==> src/include/acs_pkg.sv <==
/*
  shared constants and types of the converter channel sequencer:
  register offsets, field positions, reset values, timing counts,
  channel numbering, sequencer states and the converter request bundle.
  assumes a 20 MHz system clock and a 32-bit classic wishbone bus.
*/
package acs_pkg;

  // ----------------------------------------------------------------
  // timing
  // ----------------------------------------------------------------
  localparam int CLK_PERIOD_NS = 50;
  localparam int HOLD_TIME_NS  = 3440;
  localparam int HOLD_CYC      = (HOLD_TIME_NS + CLK_PERIOD_NS - 1) / CLK_PERIOD_NS;
  localparam int TICK_TIME_NS  = 1000;
  localparam int TICK_CYC      = TICK_TIME_NS / CLK_PERIOD_NS;

  // ----------------------------------------------------------------
  // channel numbering (multiplexer code)
  // ----------------------------------------------------------------
  localparam int         NUM_CELLS = 16;
  localparam int         NUM_CHAN  = 30;
  localparam int         RAW_W     = 14;
  localparam int         RES_W     = 16;
  localparam int         ACC_W     = 19;
  localparam logic [4:0] CH_AUX0   = 5'h10;
  localparam logic [4:0] CH_STACK  = 5'h18;
  localparam logic [4:0] CH_ATEMP  = 5'h19;
  localparam logic [4:0] CH_SREF   = 5'h1A;
  localparam logic [4:0] CH_NEG    = 5'h1B;
  localparam logic [4:0] CH_CORE18 = 5'h1C;
  localparam logic [4:0] CH_DTEMP  = 5'h1D;
  localparam logic [4:0] CODE_MAX  = 5'h05;

  // ----------------------------------------------------------------
  // register offsets (byte addresses)
  // ----------------------------------------------------------------
  localparam logic [7:0] ADDR_CMD        = 8'h00;
  localparam logic [7:0] ADDR_CELL_MASK  = 8'h04;
  localparam logic [7:0] ADDR_OTHER_MASK = 8'h08;
  localparam logic [7:0] ADDR_CELL_COUNT = 8'h0C;
  localparam logic [7:0] ADDR_AVG_CFG    = 8'h10;
  localparam logic [7:0] ADDR_PERIOD     = 8'h14;
  localparam logic [7:0] ADDR_STATUS     = 8'h18;
  localparam logic [7:0] ADDR_COMP_EN    = 8'h1C;
  localparam logic [7:0] ADDR_RESULT0    = 8'h40;
  localparam logic [7:0] ADDR_RESULT_END = 8'hB8;

  // ----------------------------------------------------------------
  // field positions
  // ----------------------------------------------------------------
  localparam int CMD_START_BIT = 0;
  localparam int AVG_CYCLE_BIT = 0;
  localparam int AVG_CODE_LSB  = 1;
  localparam int AVG_FAST_LSB  = 8;
  localparam int AVG_EXT_LSB   = 16;
  localparam int PER_CELL_LSB  = 0;
  localparam int PER_AUX_LSB   = 8;
  localparam int PER_INT_LSB   = 16;
  localparam int STAT_BUSY_BIT = 0;
  localparam int STAT_DONE_BIT = 1;
  localparam int STAT_CHAN_LSB = 8;

  // ----------------------------------------------------------------
  // reset values
  // ----------------------------------------------------------------
  localparam logic [15:0] CELL_MASK_RST  = 16'hFFFF;
  localparam logic [13:0] OTHER_MASK_RST = 14'h0000;
  localparam logic [4:0]  CELL_COUNT_RST = 5'h10;
  localparam logic [23:0] AVG_CFG_RST    = 24'h0C0C00;
  localparam logic [23:0] PERIOD_RST     = 24'h1E0C3C;

  // ----------------------------------------------------------------
  // types
  // ----------------------------------------------------------------
  typedef enum logic [1:0] {ST_IDLE, ST_FIND, ST_ACQ} acs_state_e;

  typedef struct packed {
    logic       start;
    logic [4:0] chan;
  } acs_conv_s;

endpackage : acs_pkg

==> src/rtl/acs_sequencer.sv <==
/*
  channel sequencer for a 14-bit successive-approximation converter:
  wishbone register file, channel selection, ordering, oversampling,
  averaging and result storage.
  assumes the converter presents its raw result on conv_data_i by the end
  of the hold interval, on the same clock.
*/
// How it works
// - cells convert from the highest selected cell down to the lowest.
// - every conversion holds for a fixed 3.44 us, whatever the period.
// - the converter delivers 14-bit raw successive-approximation results.
// - acquisition time before each hold comes from a programmable period.
// - mux reaches 16 cells, stack, temps, references, rails and 8 external inputs.
// - single sampling or two averaging modes, chosen by the oversample code and the cycled select bit.
// - each channel is included or skipped by its mask bit; cells also by the cell count.
// - cells, external inputs and internal channels have separate periods.
// - cell count sets cells in use; unused ones drop from 16 downward.
// - cells above the count have their comparators switched off.
// - between sequences the mux parks on the channel of the cell count.
// - oversample count is 2, 4, 8, 16 or 32.
// - averaging yields the mean as one 16-bit result with two extra bits; CH_DTEMP keeps its first sample.
// - only the averaged value is readable, never the raw samples.
// - order is cells, then external inputs, then internal channels.
// - cycled mode samples each channel once per pass, repeating passes.
// - non-cycled mode takes all samples of a channel back to back.
// - the first sample of a channel uses its own period.
// - a command register write starts the sequence.
// - oversample periods follow the single period or the fast/external fields.
`timescale 1ns/10ps
module acs_sequencer #(
  parameter int HOLD_CYCLES = acs_pkg::HOLD_CYC,
  parameter int TICK_CYCLES = acs_pkg::TICK_CYC
) (
  // clock and reset
  input  wire logic               clk_i,
  input  wire logic               rst_i,
  // wishbone slave
  input  wire logic               wb_cyc_i,
  input  wire logic               wb_stb_i,
  input  wire logic               wb_we_i,
  input  wire logic [7:0]         wb_adr_i,
  input  wire logic [3:0]         wb_sel_i,
  input  wire logic [31:0]        wb_dat_i,
  output logic      [31:0]        wb_dat_o,
  output logic                    wb_ack_o,
  // converter and multiplexer
  output acs_pkg::acs_conv_s      conv_o,
  input  wire logic [13:0]        conv_data_i,
  // status and protection
  output logic                    busy_o,
  output logic      [15:0]        comp_en_o
);

  localparam int A_HOLD = HOLD_CYCLES;

  // ----------------------------------------------------------------
  // state
  // ----------------------------------------------------------------
  logic [15:0]                cell_mask_r;
  logic [13:0]                other_mask_r;
  logic [4:0]                 cell_count_r;
  logic [23:0]                avg_cfg_r;
  logic [23:0]                period_r;
  logic                       done_r;
  acs_pkg::acs_state_e        state_r;
  logic [4:0]                 pos_r;
  logic [4:0]                 samp_r;
  logic [4:0]                 pass_r;
  logic [4:0]                 prev_r;
  logic                       cap_v_r;
  logic [acs_pkg::ACC_W-1:0]  acc_r [acs_pkg::NUM_CHAN];
  logic [acs_pkg::RES_W-1:0]  res_r [acs_pkg::NUM_CHAN];
  logic                       tmr_conv_start;
  logic                       tmr_done;
  logic                       nxt_found;
  logic [4:0]                 nxt_pos;
  logic [31:0]                rd_data;
  logic [15:0]                cell_used;

  // position in the sequence to multiplexer code: cells run downward
  function automatic logic [4:0] pos2chan(input logic [4:0] p);
    pos2chan = (p < 5'h10) ? 5'h0F - p : p;
  endfunction : pos2chan

  // byte-lane merge of a write
  function automatic logic [31:0] wmerge(input logic [31:0] old, input logic [31:0] dat, input logic [3:0] sel);
    logic [31:0] m;
    m = {{8{sel[3]}}, {8{sel[2]}}, {8{sel[1]}}, {8{sel[0]}}};
    wmerge = (old & ~m) | (dat & m);
  endfunction : wmerge

  // ----------------------------------------------------------------
  // bus decode
  // ----------------------------------------------------------------
  wire        wb_req    = wb_cyc_i && wb_stb_i && !wb_ack_o;
  wire        wr_en     = wb_req && wb_we_i;
  wire        cmd_start = wr_en && (wb_adr_i == acs_pkg::ADDR_CMD) && wb_sel_i[0]
                          && wb_dat_i[acs_pkg::CMD_START_BIT];
  wire [31:0] avg_wr    = wmerge({8'h00, avg_cfg_r}, wb_dat_i, wb_sel_i);
  wire [31:0] mask_wr   = wmerge({16'h0000, cell_mask_r}, wb_dat_i, wb_sel_i);
  wire [31:0] omask_wr  = wmerge({18'h00000, other_mask_r}, wb_dat_i, wb_sel_i);
  wire [31:0] per_wr    = wmerge({8'h00, period_r}, wb_dat_i, wb_sel_i);
  wire [2:0]  code_wr   = avg_wr[acs_pkg::AVG_CODE_LSB +: 3];
  wire [2:0]  code_cl   = ({2'b00, code_wr} > acs_pkg::CODE_MAX) ? acs_pkg::CODE_MAX[2:0] : code_wr;
  wire [4:0]  res_idx   = 5'((wb_adr_i - acs_pkg::ADDR_RESULT0) >> 2);

  // ----------------------------------------------------------------
  // channel enables
  // ----------------------------------------------------------------
  // cells at or above the count drop out from the top
  for (genvar i = 0; i < acs_pkg::NUM_CELLS; i++) begin : g_cell
    assign cell_used[i] = (5'(i) < cell_count_r);
  end

  wire [29:0] chan_en = {other_mask_r, cell_mask_r & cell_used};
  wire [4:0]  idle_ch = (cell_count_r == 5'h00) ? 5'h00 :
                        (cell_count_r > 5'h10) ? 5'h0F : cell_count_r - 5'h01;

  // ----------------------------------------------------------------
  // averaging configuration
  // ----------------------------------------------------------------
  wire       cycled   = avg_cfg_r[acs_pkg::AVG_CYCLE_BIT];
  wire [2:0] code     = avg_cfg_r[acs_pkg::AVG_CODE_LSB +: 3];
  wire [4:0] last_idx = 5'((32'h1 << code) - 32'h1);
  wire [7:0] per_cell = period_r[acs_pkg::PER_CELL_LSB +: 8];
  wire [7:0] per_aux  = period_r[acs_pkg::PER_AUX_LSB +: 8];
  wire [7:0] per_int  = period_r[acs_pkg::PER_INT_LSB +: 8];
  wire [7:0] per_fast = avg_cfg_r[acs_pkg::AVG_FAST_LSB +: 8];
  wire [7:0] per_ext  = avg_cfg_r[acs_pkg::AVG_EXT_LSB +: 8];

  // lowest enabled position at or after the current one
  always_comb begin
    nxt_found = 1'b0;
    nxt_pos   = 5'h00;
    for (int p = acs_pkg::NUM_CHAN - 1; p >= 0; p--) begin
      if (5'(p) >= pos_r && chan_en[pos2chan(5'(p))]) begin
        nxt_found = 1'b1;
        nxt_pos   = 5'(p);
      end
    end
  end

  // ----------------------------------------------------------------
  // sample selection and period
  // ----------------------------------------------------------------
  wire       in_find   = (state_r == acs_pkg::ST_FIND);
  wire [4:0] cur_ch    = pos2chan(pos_r);
  wire [4:0] tgt_ch    = in_find ? pos2chan(nxt_pos) : cur_ch;
  wire       tgt_first = in_find ? (!cycled || pass_r == 5'h00) : 1'b0;
  wire       use_own   = tgt_first || cycled;
  wire [7:0] tgt_per   = (tgt_ch < acs_pkg::CH_AUX0)  ? (use_own ? per_cell : per_fast) :
                         (tgt_ch < acs_pkg::CH_STACK) ? (use_own ? per_aux : per_ext) :
                         tgt_first ? per_int :
                         (tgt_ch == acs_pkg::CH_CORE18) ? per_ext : per_fast;
  wire       first_cur = cycled ? (pass_r == 5'h00) : (samp_r == 5'h00);
  wire       last_samp = cycled ? (pass_r == last_idx) : (samp_r == last_idx);
  wire       in_acq    = (state_r == acs_pkg::ST_ACQ);
  wire       tmr_start = (in_find && nxt_found) || (in_acq && cap_v_r && !cycled && !last_samp);

  // ----------------------------------------------------------------
  // accumulation and scaling
  // ----------------------------------------------------------------
  wire                      is_dtemp = (cur_ch == acs_pkg::CH_DTEMP);
  wire [acs_pkg::ACC_W-1:0] raw_ext  = {5'h00, conv_data_i};
  wire [acs_pkg::ACC_W-1:0] acc_sum  = first_cur ? raw_ext : acc_r[cur_ch] + raw_ext;
  wire [acs_pkg::ACC_W-1:0] acc_nxt  = (is_dtemp && !first_cur) ? acc_r[cur_ch] : acc_sum;
  wire [20:0]               acc_x4   = {acc_nxt, 2'b00};
  wire [15:0]               res_nxt  = is_dtemp ? {acc_nxt[13:0], 2'b00} : 16'(acc_x4 >> code);

  acs_sample_timer #(
    .HOLD_CYCLES (HOLD_CYCLES),
    .TICK_CYCLES (TICK_CYCLES)
  ) u_timer (
    .clk_i        (clk_i),
    .rst_i        (rst_i),
    .start_i      (tmr_start),
    .period_i     (tgt_per),
    .conv_start_o (tmr_conv_start),
    .done_o       (tmr_done)
  );

  // ----------------------------------------------------------------
  // sequencer
  // ----------------------------------------------------------------
  always_ff @(posedge clk_i) begin
    if (rst_i) begin
      state_r <= acs_pkg::ST_IDLE;
      busy_o  <= 1'b0;
      done_r  <= 1'b0;
      pos_r   <= 5'h00;
      samp_r  <= 5'h00;
      pass_r  <= 5'h00;
    end else begin
      case (state_r)
        acs_pkg::ST_IDLE: begin
          if (cmd_start) begin
            busy_o  <= 1'b1;
            done_r  <= 1'b0;
            pos_r   <= 5'h00;
            samp_r  <= 5'h00;
            pass_r  <= 5'h00;
            state_r <= acs_pkg::ST_FIND;
          end
        end
        acs_pkg::ST_FIND: begin
          if (nxt_found) begin
            pos_r   <= nxt_pos;
            samp_r  <= 5'h00;
            state_r <= acs_pkg::ST_ACQ;
          end else if (cycled && pass_r != last_idx) begin
            pass_r  <= pass_r + 5'h01;
            pos_r   <= 5'h00;
          end else begin
            busy_o  <= 1'b0;
            done_r  <= 1'b1;
            state_r <= acs_pkg::ST_IDLE;
          end
        end
        acs_pkg::ST_ACQ: begin
          if (cap_v_r) begin
            if (!cycled && !last_samp) begin
              samp_r <= samp_r + 5'h01;
            end else begin
              pos_r   <= pos_r + 5'h01;
              state_r <= acs_pkg::ST_FIND;
            end
          end
        end
        default: state_r <= acs_pkg::ST_IDLE;
      endcase
    end
  end

  // sums per channel, only the finished mean is kept readable
  always_ff @(posedge clk_i) begin
    if (rst_i) begin
      for (int i = 0; i < acs_pkg::NUM_CHAN; i++) begin
        acc_r[i] <= '0;
        res_r[i] <= '0;
      end
    end else if (in_acq && cap_v_r) begin
      acc_r[cur_ch] <= acc_nxt;
      if (last_samp) begin
        res_r[cur_ch] <= res_nxt;
      end
    end
  end

  // converter request, parking channel and comparator enables
  always_ff @(posedge clk_i) begin
    if (rst_i) begin
      conv_o    <= '0;
      cap_v_r   <= 1'b0;
      comp_en_o <= 16'h0000;
      prev_r    <= 5'h1F;
    end else begin
      conv_o.start <= tmr_conv_start;
      cap_v_r      <= tmr_done;
      comp_en_o    <= cell_used;
      if (in_find && nxt_found) begin
        conv_o.chan <= tgt_ch;
      end else if (!busy_o) begin
        conv_o.chan <= idle_ch;
      end
      if (state_r == acs_pkg::ST_IDLE || (in_find && !nxt_found)) begin
        prev_r <= 5'h1F;
      end else if (conv_o.start) begin
        prev_r <= conv_o.chan;
      end
    end
  end

  // ----------------------------------------------------------------
  // register file
  // ----------------------------------------------------------------
  always_ff @(posedge clk_i) begin
    if (rst_i) begin
      cell_mask_r  <= acs_pkg::CELL_MASK_RST;
      other_mask_r <= acs_pkg::OTHER_MASK_RST;
      cell_count_r <= acs_pkg::CELL_COUNT_RST;
      avg_cfg_r    <= acs_pkg::AVG_CFG_RST;
      period_r     <= acs_pkg::PERIOD_RST;
    end else if (wr_en) begin
      if (wb_adr_i == acs_pkg::ADDR_CELL_MASK) begin
        cell_mask_r <= mask_wr[15:0];
      end else if (wb_adr_i == acs_pkg::ADDR_OTHER_MASK) begin
        other_mask_r <= omask_wr[13:0];
      end else if (wb_adr_i == acs_pkg::ADDR_CELL_COUNT && wb_sel_i[0]) begin
        cell_count_r <= wb_dat_i[4:0];
      end else if (wb_adr_i == acs_pkg::ADDR_AVG_CFG) begin
        avg_cfg_r <= {avg_wr[23:4], code_cl, avg_wr[0]};
      end else if (wb_adr_i == acs_pkg::ADDR_PERIOD) begin
        period_r <= per_wr[23:0];
      end
    end
  end

  // read selection
  always_comb begin
    if (wb_adr_i == acs_pkg::ADDR_CELL_MASK) begin
      rd_data = {16'h0000, cell_mask_r};
    end else if (wb_adr_i == acs_pkg::ADDR_OTHER_MASK) begin
      rd_data = {18'h00000, other_mask_r};
    end else if (wb_adr_i == acs_pkg::ADDR_CELL_COUNT) begin
      rd_data = {27'h0000000, cell_count_r};
    end else if (wb_adr_i == acs_pkg::ADDR_AVG_CFG) begin
      rd_data = {8'h00, avg_cfg_r};
    end else if (wb_adr_i == acs_pkg::ADDR_PERIOD) begin
      rd_data = {8'h00, period_r};
    end else if (wb_adr_i == acs_pkg::ADDR_STATUS) begin
      rd_data = {19'h00000, conv_o.chan, 6'h00, done_r, busy_o};
    end else if (wb_adr_i == acs_pkg::ADDR_COMP_EN) begin
      rd_data = {16'h0000, comp_en_o};
    end else if (wb_adr_i >= acs_pkg::ADDR_RESULT0 && wb_adr_i < acs_pkg::ADDR_RESULT_END) begin
      rd_data = {16'h0000, res_r[res_idx]};
    end else begin
      rd_data = 32'h00000000;
    end
  end

  // one-cycle acknowledge with registered read data
  always_ff @(posedge clk_i) begin
    if (rst_i) begin
      wb_ack_o <= 1'b0;
      wb_dat_o <= 32'h00000000;
    end else begin
      wb_ack_o <= wb_req;
      if (wb_req) begin
        wb_dat_o <= rd_data;
      end
    end
  end

  // ----------------------------------------------------------------
  // checks
  // ----------------------------------------------------------------
  a_hold_fixed_span: assert property (@(posedge clk_i) disable iff (rst_i)
    conv_o.start |-> ##A_HOLD cap_v_r)
    else $error("hold interval length wrong");

  a_chan_order_kept: assert property (@(posedge clk_i) disable iff (rst_i)
    conv_o.start && prev_r != 5'h1F |->
      ((prev_r < 5'h10) ? (conv_o.chan <= prev_r || conv_o.chan >= 5'h10) : (conv_o.chan >= prev_r)))
    else $error("channel order broken");

  a_chan_only_enabled: assert property (@(posedge clk_i) disable iff (rst_i)
    conv_o.start |-> chan_en[conv_o.chan])
    else $error("disabled channel converted");

  a_idle_park_chan: assert property (@(posedge clk_i) disable iff (rst_i)
    !busy_o && $past(!busy_o) && !$past(rst_i) && $stable(cell_count_r) |-> conv_o.chan == idle_ch)
    else $error("mux not parked on idle channel");

  a_start_sets_busy: assert property (@(posedge clk_i) disable iff (rst_i)
    cmd_start && !busy_o |=> busy_o && state_r == acs_pkg::ST_FIND)
    else $error("start write did not start sequence");

  a_comp_mask_count: assert property (@(posedge clk_i) disable iff (rst_i)
    $stable(cell_count_r) && !$past(rst_i) && cell_count_r != 5'h00 && cell_count_r <= 5'h10 |->
      comp_en_o[4'(cell_count_r - 5'h01)] && ((comp_en_o >> cell_count_r) == 16'h0000))
    else $error("comparator enables disagree with cell count");

  a_noncyc_repeat_same: assert property (@(posedge clk_i) disable iff (rst_i)
    in_acq && cap_v_r && !cycled && !last_samp |=> $stable(pos_r) && state_r == acs_pkg::ST_ACQ)
    else $error("non-cycled mode left channel early");

  a_cycled_next_pass: assert property (@(posedge clk_i) disable iff (rst_i)
    in_find && !nxt_found && cycled && pass_r != last_idx |=>
      pass_r == $past(pass_r) + 5'h01 && pos_r == 5'h00 && busy_o)
    else $error("cycled pass not repeated");

endmodule : acs_sequencer

==> src/rtl/acs_sample_timer.sv <==
/*
  acquisition and hold timer for one conversion: waits the programmed
  acquisition time in microsecond ticks, then starts the converter and
  counts the fixed hold interval.
  assumes start_i comes only while the timer is idle.
*/
`timescale 1ns/10ps
module acs_sample_timer #(
  parameter int HOLD_CYCLES = acs_pkg::HOLD_CYC,
  parameter int TICK_CYCLES = acs_pkg::TICK_CYC
) (
  // clock and reset
  input  wire logic       clk_i,
  input  wire logic       rst_i,
  // request
  input  wire logic       start_i,
  input  wire logic [7:0] period_i,
  // events
  output logic            conv_start_o,
  output logic            done_o
);

  // ----------------------------------------------------------------
  // parameter check
  // ----------------------------------------------------------------
  if (HOLD_CYCLES < 1 || HOLD_CYCLES > 255 || TICK_CYCLES < 1 || TICK_CYCLES > 255) begin : g_chk
    $error("acs_sample_timer: counts must lie in 1..255");
  end

  logic [7:0] tick_cnt_r;
  logic [7:0] per_cnt_r;
  logic [7:0] hold_cnt_r;
  logic       acq_r;
  logic       hold_r;

  // one-cycle microsecond enable from the restartable divider
  wire tick     = acq_r && (tick_cnt_r == 8'(TICK_CYCLES - 1));
  wire hold_end = hold_r && (hold_cnt_r == 8'(HOLD_CYCLES - 1));

  // acquisition then fixed hold, whatever the period
  always_ff @(posedge clk_i) begin
    if (rst_i) begin
      tick_cnt_r   <= 8'h00;
      per_cnt_r    <= 8'h00;
      hold_cnt_r   <= 8'h00;
      acq_r        <= 1'b0;
      hold_r       <= 1'b0;
      conv_start_o <= 1'b0;
      done_o       <= 1'b0;
    end else begin
      conv_start_o <= 1'b0;
      done_o       <= 1'b0;
      if (start_i) begin
        tick_cnt_r <= 8'h00;
        per_cnt_r  <= period_i;
        hold_cnt_r <= 8'h00;
        acq_r      <= (period_i != 8'h00);
        hold_r     <= (period_i == 8'h00);
        conv_start_o <= (period_i == 8'h00);
      end else if (acq_r) begin
        tick_cnt_r <= tick ? 8'h00 : tick_cnt_r + 8'h01;
        if (tick) begin
          per_cnt_r <= per_cnt_r - 8'h01;
          if (per_cnt_r == 8'h01) begin
            acq_r        <= 1'b0;
            hold_r       <= 1'b1;
            conv_start_o <= 1'b1;
          end
        end
      end else if (hold_r) begin
        hold_cnt_r <= hold_cnt_r + 8'h01;
        if (hold_end) begin
          hold_r <= 1'b0;
          done_o <= 1'b1;
        end
      end
    end
  end

endmodule : acs_sample_timer

==> config.mk <==
export PLATFORM = sky130hd
export DESIGN_NAME = acs_sequencer
export DESIGN_NICKNAME = d
export VERILOG_FILES = /design/src/include/acs_pkg.sv /design/src/rtl/acs_sequencer.sv /design/src/rtl/acs_sample_timer.sv
export SDC_FILE = /design/constraint.sdc
export NUM_CORES = 2
export LEC_CHECK = 0
export BUFFER_PORTS_ARGS = -buffer_cell sky130_fd_sc_hd__buf_2
export CAP_MARGIN = 20
export CORE_ASPECT_RATIO = 1.5
export CORE_UTILIZATION = 60
export DETAILED_ROUTE_END_ITERATION = 12
export PLACE_DENSITY = 0.77
export RECOVER_POWER = 50
export SYNTH_ARGS = -nofsm -noshare
export SYNTH_HDL_FRONTEND = slang
export SYNTH_SLANG_ARGS = --single-unit
==> constraint.sdc <==
create_clock -name clk_i -period 14.73 [get_ports clk_i]
set_input_delay 0.7365 -clock clk_i [delete_from_list [all_inputs] [get_ports clk_i]]
set_output_delay 0.7365 -clock clk_i [all_outputs]
set_load 0.01 [all_outputs]
* Word level (Yosys, flattened, before mapping)
Memories as Yosys holds them, arrays and structs flattened.
Cells that the tools add are included.
** Storage, ports and cells
- Register bits :: 186
- Memory bits (writable) :: 1050
- Bits of input ports :: 63
- Output and inout port bits :: 56
- Word-level logic and storage cells :: 372
- Memories kept :: 2
** Memories
- acc_r :: words 30, width 19, rd ports 1, clocked after Yosys merged registers in 0, write ports 30, line acs_sequencer.sv:71 : logic [acs_pkg::ACC_W-1:0] acc_r [acs_pkg::NUM_CHAN];
- res_r :: words 30, width 16, rd ports 1, clocked after Yosys merged registers in 0, write ports 30, line acs_sequencer.sv:72 : logic [acs_pkg::RES_W-1:0] res_r [acs_pkg::NUM_CHAN];
** Cells by class
- $add $sub $neg :: 12
- Magnitude comparators :: 54
- Eq/ne operators :: 30
- Shifts and indexed selects :: 2
- Mux-type cells :: 149
- Bitwise logic cells :: 17
- Reductions and logical operators :: 82
** Operators with widths (count)
- 2-to-1 mux 5 bit :: 49
- 2-to-1 mux 24 bit :: 5
- 2-to-1 mux 16 bit :: 5
- 2-to-1 mux 8 bit :: 10
- AND 24 bit :: 3
- greater-or-equal comparator 5 bit, first input constant :: 14
- 2-to-1 mux 1 bit :: 65
- 2-to-1 mux 19 bit :: 3
- bitwise OR 24 bit :: 2
- logical AND 1 bit :: 47
- == test 8 x 5 -> 1 bit, second input constant :: 5
- greater-or-equal comparator 4 x 5 -> 1 bit, first input constant :: 8
- less-than comparator 4 x 5 -> 1 bit, first input constant :: 8
- AND 16 bit :: 2
- one-hot mux 5 bit (3 select lines) :: 2
- NOT 24 bit :: 1
- >> shifter 21 x 3 -> 16 bit :: 1
- greater-or-equal comparator 3 x 5 -> 1 bit, first input constant :: 4
- less-than comparator 3 x 5 -> 1 bit, first input constant :: 4
- less-than comparator 5 bit, second input constant :: 4
- adder 19 x 14 -> 19 bit :: 1
- OR reduction 19 bit :: 1
- adder 8 x 1 -> 8 bit, second input constant :: 2
- == test 8 x 4 -> 1 bit, second input constant :: 2
- 51 further kinds :: 98

* Depth between registers and ports, before layout
- Word-level depth :: 42
- Gate-level depth with buffers :: 30
- Mapped depth without buffers :: 19

* Modules after synthesis
A second synthesis with hierarchy kept.
** Second synthesis, totals
- Cell total of the unflattened synthesis :: 4961
- Area, all modules :: 61490.2 µm²
** Modules (own cells, without submodules)
- acs_sequencer :: instances 1, cells each 4796, area each 60072.6 µm², seq. area each 36635.1 µm²
- acs_sample_timer :: instances 1, cells each 165, area each 1417.6 µm², seq. area each 560.5 µm²

* Least setup slack after synthesis
No wires, ideal clock.
- Kind :: register -> register
- From :: register pos_r[0]
- To :: memory res_r[13][8] in the netlist's numbering, data pin
- Library setup time :: 0.157 ns
- Arrival time :: 6.904 ns
- Data required time :: 14.573 ns
- Setup slack :: 7.669 ns
- Cell stages (with the launch flop) :: 29
- Buffers on the path :: 10
- Period minus slack after synthesis :: 7.061 ns
- Cells stage by stage :: dfxtp_1 > buf_2 > inv_1 > ha_1 > buf_2 > buf_4 > buf_2 > buf_2 > buf_2 > buf_2 > buf_1 > mux4_2 > mux4_2 > nand2_1 > nand2_1 > ha_1 > inv_1 > nor3_1 > nand2_1 > o211ai_1 > a2111oi_0 > or4_1 > a41o_1 > clkbuf_1 > mux4_2 > o21ai_0 > nor2_1 > clkbuf_1 > nor3_1
** RTL lines
- from (decl) :: line acs_sequencer.sv:66 : logic [4:0] pos_r;
- from (signal assigned) :: line acs_sequencer.sv:207 : pos_r <= nxt_pos;
- from (signal assigned) :: line acs_sequencer.sv:224 : pos_r <= pos_r + 5'h01;
- to (decl) :: line acs_sequencer.sv:72

==> key figures <==
Clocking
  • CTS resizes: 0
  • CTS Hold Bufs: 0
  • Setup Buffers After CTS: 0
  • TritonCTS clock tree: built
  • CTS buffer count: around 120
  • Clk Tree Root Cell: clkbuf_16
  • Worst-Skew Late Latency: approximately 0.75 ns
  • Clock Path Buffers: 3
  • Htree depth: 3
  • Clock slew at reported path FFs: 0.07 ns
  • # clock sinks: roughly 1300

STA
  • Final Critical Period: approximately 9.4 ns
  • Final Hold Fails: 0
  • Slew HR: -156.2%
  • Setup Viol. Count Final: 0
  • Final period util: 63.69%
  • Max frequency: 0.1066 GHz
  • Final Slew Violations: 560
  • Actual slew at the worst max-slew pin: 3.844 ns
  • RSZ-0062 raised after global routing: no
  • Clk_skew: slightly below 0.04 ns
  • Setup_tns: 0 ns

Worst setup path
  • Max stage delay cell, worst path: clkbuf_1
  • Setup CP Type: flip-flop to flip-flop
  • Worst-path cell chain: clkbuf_1 -> ha_4 -> buf_4 -> mux4_2 -> mux4_2 -> mux2_2 -> ha_1 -> a21o_1 -> a21o_1 -> a21oi_1 -> o211ai_1 -> a2111oi_0 -> or4_1 -> a41o_1 -> buf_4 -> nor2_1 -> a31oi_1 -> mux2_2 -> o221a_2 -> nor2_1
  • Max FO, Critical Path: 47
  • WP data required: 15.18 ns
  • Setup crit start kind: flip-flop
  • Crit end category: flip-flop
  • Critical path's largest stage delay: 1.18 ns
  • Cell family with most CP delay: compound AO/OA/AOI/OAI gates
  • Crit path DAT: ~10 ns
  • Buf/Inv on CP: 3

Yosys
  • Yosys reg bits: ~1300
  • Synth cell types: 85
  • Synth warn: 0
  • Synth top cells by count: nor2_1, edfxtp_1, mux4_2
  • Top post-synthesis cells by area: edfxtp_1, mux4_2, nor2_1
  • Post-synthesis sequential area ratio: about three fifths
  • Main flop type after synthesis: edfxtp_1
  • Cell area after technology mapping: 0.06019 mm^2
  • Post-synth top area cell: edfxtp_1
  • Avg Synthesized Cell Area: 12.87 um^2
  • Post-synth ARST share: 0%
  • Cell with the most instances after synthesis: nor2_1
  • Syn Inst Count: between 4000 and 5000
  • Synth top area share: 55.87%
  • Count of flip-flops with a built-in enable after synthesis: 1120

Floorplanning
  • Site Rows: 141
  • Die height: roughly 400 um
  • Initial Util: 60.82%
  • Die ar.: approximately 0.10 mm^2
  • Die width: between 200 and 300 um
  • Top Ports: 119
  • Core ar.: 0.09897 mm^2

GRT
  • Largest net degree at the start of global routing: just under 100
  • Vias in the first global route: 39557
  • Initial antenna violation count: 3
  • First-pass GRT wire length: approximately 250 mm
  • Total gr overflow: 0
  • Total track usage: 33.96%

Placement
  • Dpl hpwl: 109.6 mm
  • Post-place instance area: 0.06166 mm^2
  • Routability Congestion: 0.9997
  • Port Buffers: 101

Route
  • Vias per inst: between 6 and 7
  • Remaining DRCs: 30
  • Drt first pass iters: 12
  • Routed WL per cell: 28.72 um
  • Vias: 40224
  • Routed Antenna Nets: 0
  • Drt total wl: 171.3 mm
  • DR iter-0 viols: 5441

Power and ir drop
  • VDD IR max: 0.1019 mV
  • Net Sw Power: between 1.5 and 2 mW
  • Sw Ratio: a little under a quarter
  • Gate power share: 6.1%
  • Tot Pwr: 7.680 mW
  • Seq pwr share: 54.5%
  • Power Dens Cells: approximately 120 mW/mm^2
  • Int Power: 5.949 mW
  • Leakage power: 22.67 nW
  • Clock power share: ~40%

Finish
  • Fin util: 65.96%
  • Antenna cells: 0
  • Area growth syn-to-layout: 8.458%
  • Share of layout cells above drive strength 1: 15.69%
  • Post-Layout Inst Area: about 0.065 mm^2
  • Nets: 4686

Job
  • Max-cap viol count: 18

Outcome
  • Failing checks: DRC, capacitance limit, slew limit
  • Status: finished with violations

Hold path
  • Min-delay worst type: input pin to flip-flop
## worst paths after layout
path | startpoint | endpoint | slack [ns] | cells after the start
setup / recovery | pos_r[4] | res_r[31][15] | 5.35 | 20
hold / removal | wb_dat_i[19] | flip-flop | 0.23 | 3
setup reg to reg | pos_r[4] | res_r[31][15] | 5.35 | 20
hold reg to reg | u_timer.conv_start_o | conv_o[5] | 0.46 | 1
## power by group through the flow
| stage | Clock [mW] | Sequential [mW] | Combinational [mW] |
|---|---|---|---|
| 5_1_grt | 3.16 | 4.19 | 0.482 |
| 3_3_place_gp | 0 | 4.24 | 0.446 |
| 2_1_floorplan | 0 | 4.24 | 0.291 |
| 4_1_cts | 3.03 | 4.18 | 0.455 |
| 3_5_place_dp | 0 | 4.26 | 0.453 |
| 6_report | 3.03 | 4.18 | 0.465 |
## final cells by class
| type | instances | area (um^2) |
|---|---|---|
| Sequential cell | 1298 | 37200 |
| Clock buffer | 152 | 3108 |
| Tap cell | 1287 | 1610 |
| Timing Repair Buffer | 224 | 1331 |
| Inverter | 77 | 290.3 |
| Multi-Input combinational cell | 2864 | 21130 |
| Fill cell | 6879 | 33690 |
| Clock inverter | 62 | 618.1 |
## cells in the final DEF (no fill, tap or decap), types with 15 or more instances in the layout
| cell | netlist | layout |
|---|---|---|
| clkbuf_1 | 329 | 118 |
| nand4_1 | 17 | 17 |
| o22ai_1 | 22 | 21 |
| a31oi_1 | 17 | 17 |
| nand3_1 | 97 | 97 |
| buf_2 | 63 | 50 |
| nor4_1 | 15 | 15 |
| edfxtp_1 | 1120 | 1120 |
| o21ai_0 | 76 | 75 |
| inv_1 | 68 | 68 |
| a211oi_1 | 26 | 26 |
| nor3_1 | 92 | 92 |
| mux2i_1 | 106 | 106 |
| mux4_2 | 351 | 351 |
| nand2_1 | 258 | 258 |
| buf_4 | 12 | 77 |
| dfxtp_1 | 178 | 177 |
| xor2_1 | 24 | 23 |
| a22oi_1 | 21 | 21 |
| o211ai_1 | 18 | 18 |
| ha_1 | 42 | 40 |
| or2_0 | 0 | 23 |
| a21oi_1 | 115 | 112 |
| clkinv_2 | 0 | 19 |
| clkbuf_16 | 0 | 116 |
| mux2_2 | 19 | 19 |
| nor2_1 | 1201 | 1198 |
| clkinv_1 | 0 | 20 |
| nor2b_1 | 21 | 21 |
| xnor2_1 | 29 | 27 |
## sequential cells by signal, summed over array words and instances, names as in the netlist, named ones only
signal and flops:
acc_r 608, u_timer.per_cnt_r 8, cap_v_r 1, res_r 512
samp_r 5, cell_count_r 5, avg_cfg_r 3, conv_o 6
comp_en_o 16, done_r 1, u_timer.acq_r 1, state_r 2
u_timer.hold_r 1, u_timer.tick_cnt_r 8, wb_dat_o 24, u_timer.done_o 1
wb_ack_o 1, u_timer.conv_start_o 1, busy_o 1, pos_r 5
u_timer.hold_cnt_r 8, pass_r 5
## kinds of logic (layout without fill, tap and decap cells)
logic type | Yosys count | in the layout | synth area share (%)
muxes | 477 | 477 | 15.29
buffers and inverters | 522 | 515 | 3.473
DFF | 1298 | 1298 | 61.79
adders and majority gates | 43 | 43 | 0.9063
other | 1 | 8 | 0.006230
and+or+nand+nor | 1839 | 1839 | 12.87
AOI/OAI and AO/OA | 444 | 444 | 4.887
xor gates and xnor gates | 53 | 53 | 0.7712
## routing by layer
| layer | wire length (um) | up-vias | GRT usage, % |
|---|---|---|---|
| li1 | - | 16968 | - |
| met1 | 58490 | 19913 | 42.79 |
| met2 | 83300 | 2807 | 54.76 |
| met5 | 30 | - | 0 |
| met3 | 17720 | 532 | 5.341 |
| met4 | 11770 | 4 | 22.15 |
## through the flow
| step | hold slack (ns) | setup slack (ns) | cells |
|---|---|---|---|
| floorplan | 0.4138 | 7.669 | 4684 |
| global placement | 0.4202 | 6.009 | 5739 |
| detailed placement | 0.4484 | 5.961 | 5740 |
| CTS | 0.2017 | 5.932 | 5954 |
| global route | 0.2419 | 4.959 | 5964 |
| finish | 0.2280 | 5.349 | 5964 |
## worst min-delay path: cells and delay by family
kind	cells	cell delay [ns]
buffers and inverters	1	0.09
multiplexers	1	0.06
AND/OR/NAND/NOR	1	0.06
Power figures use the tool's default switching activity.
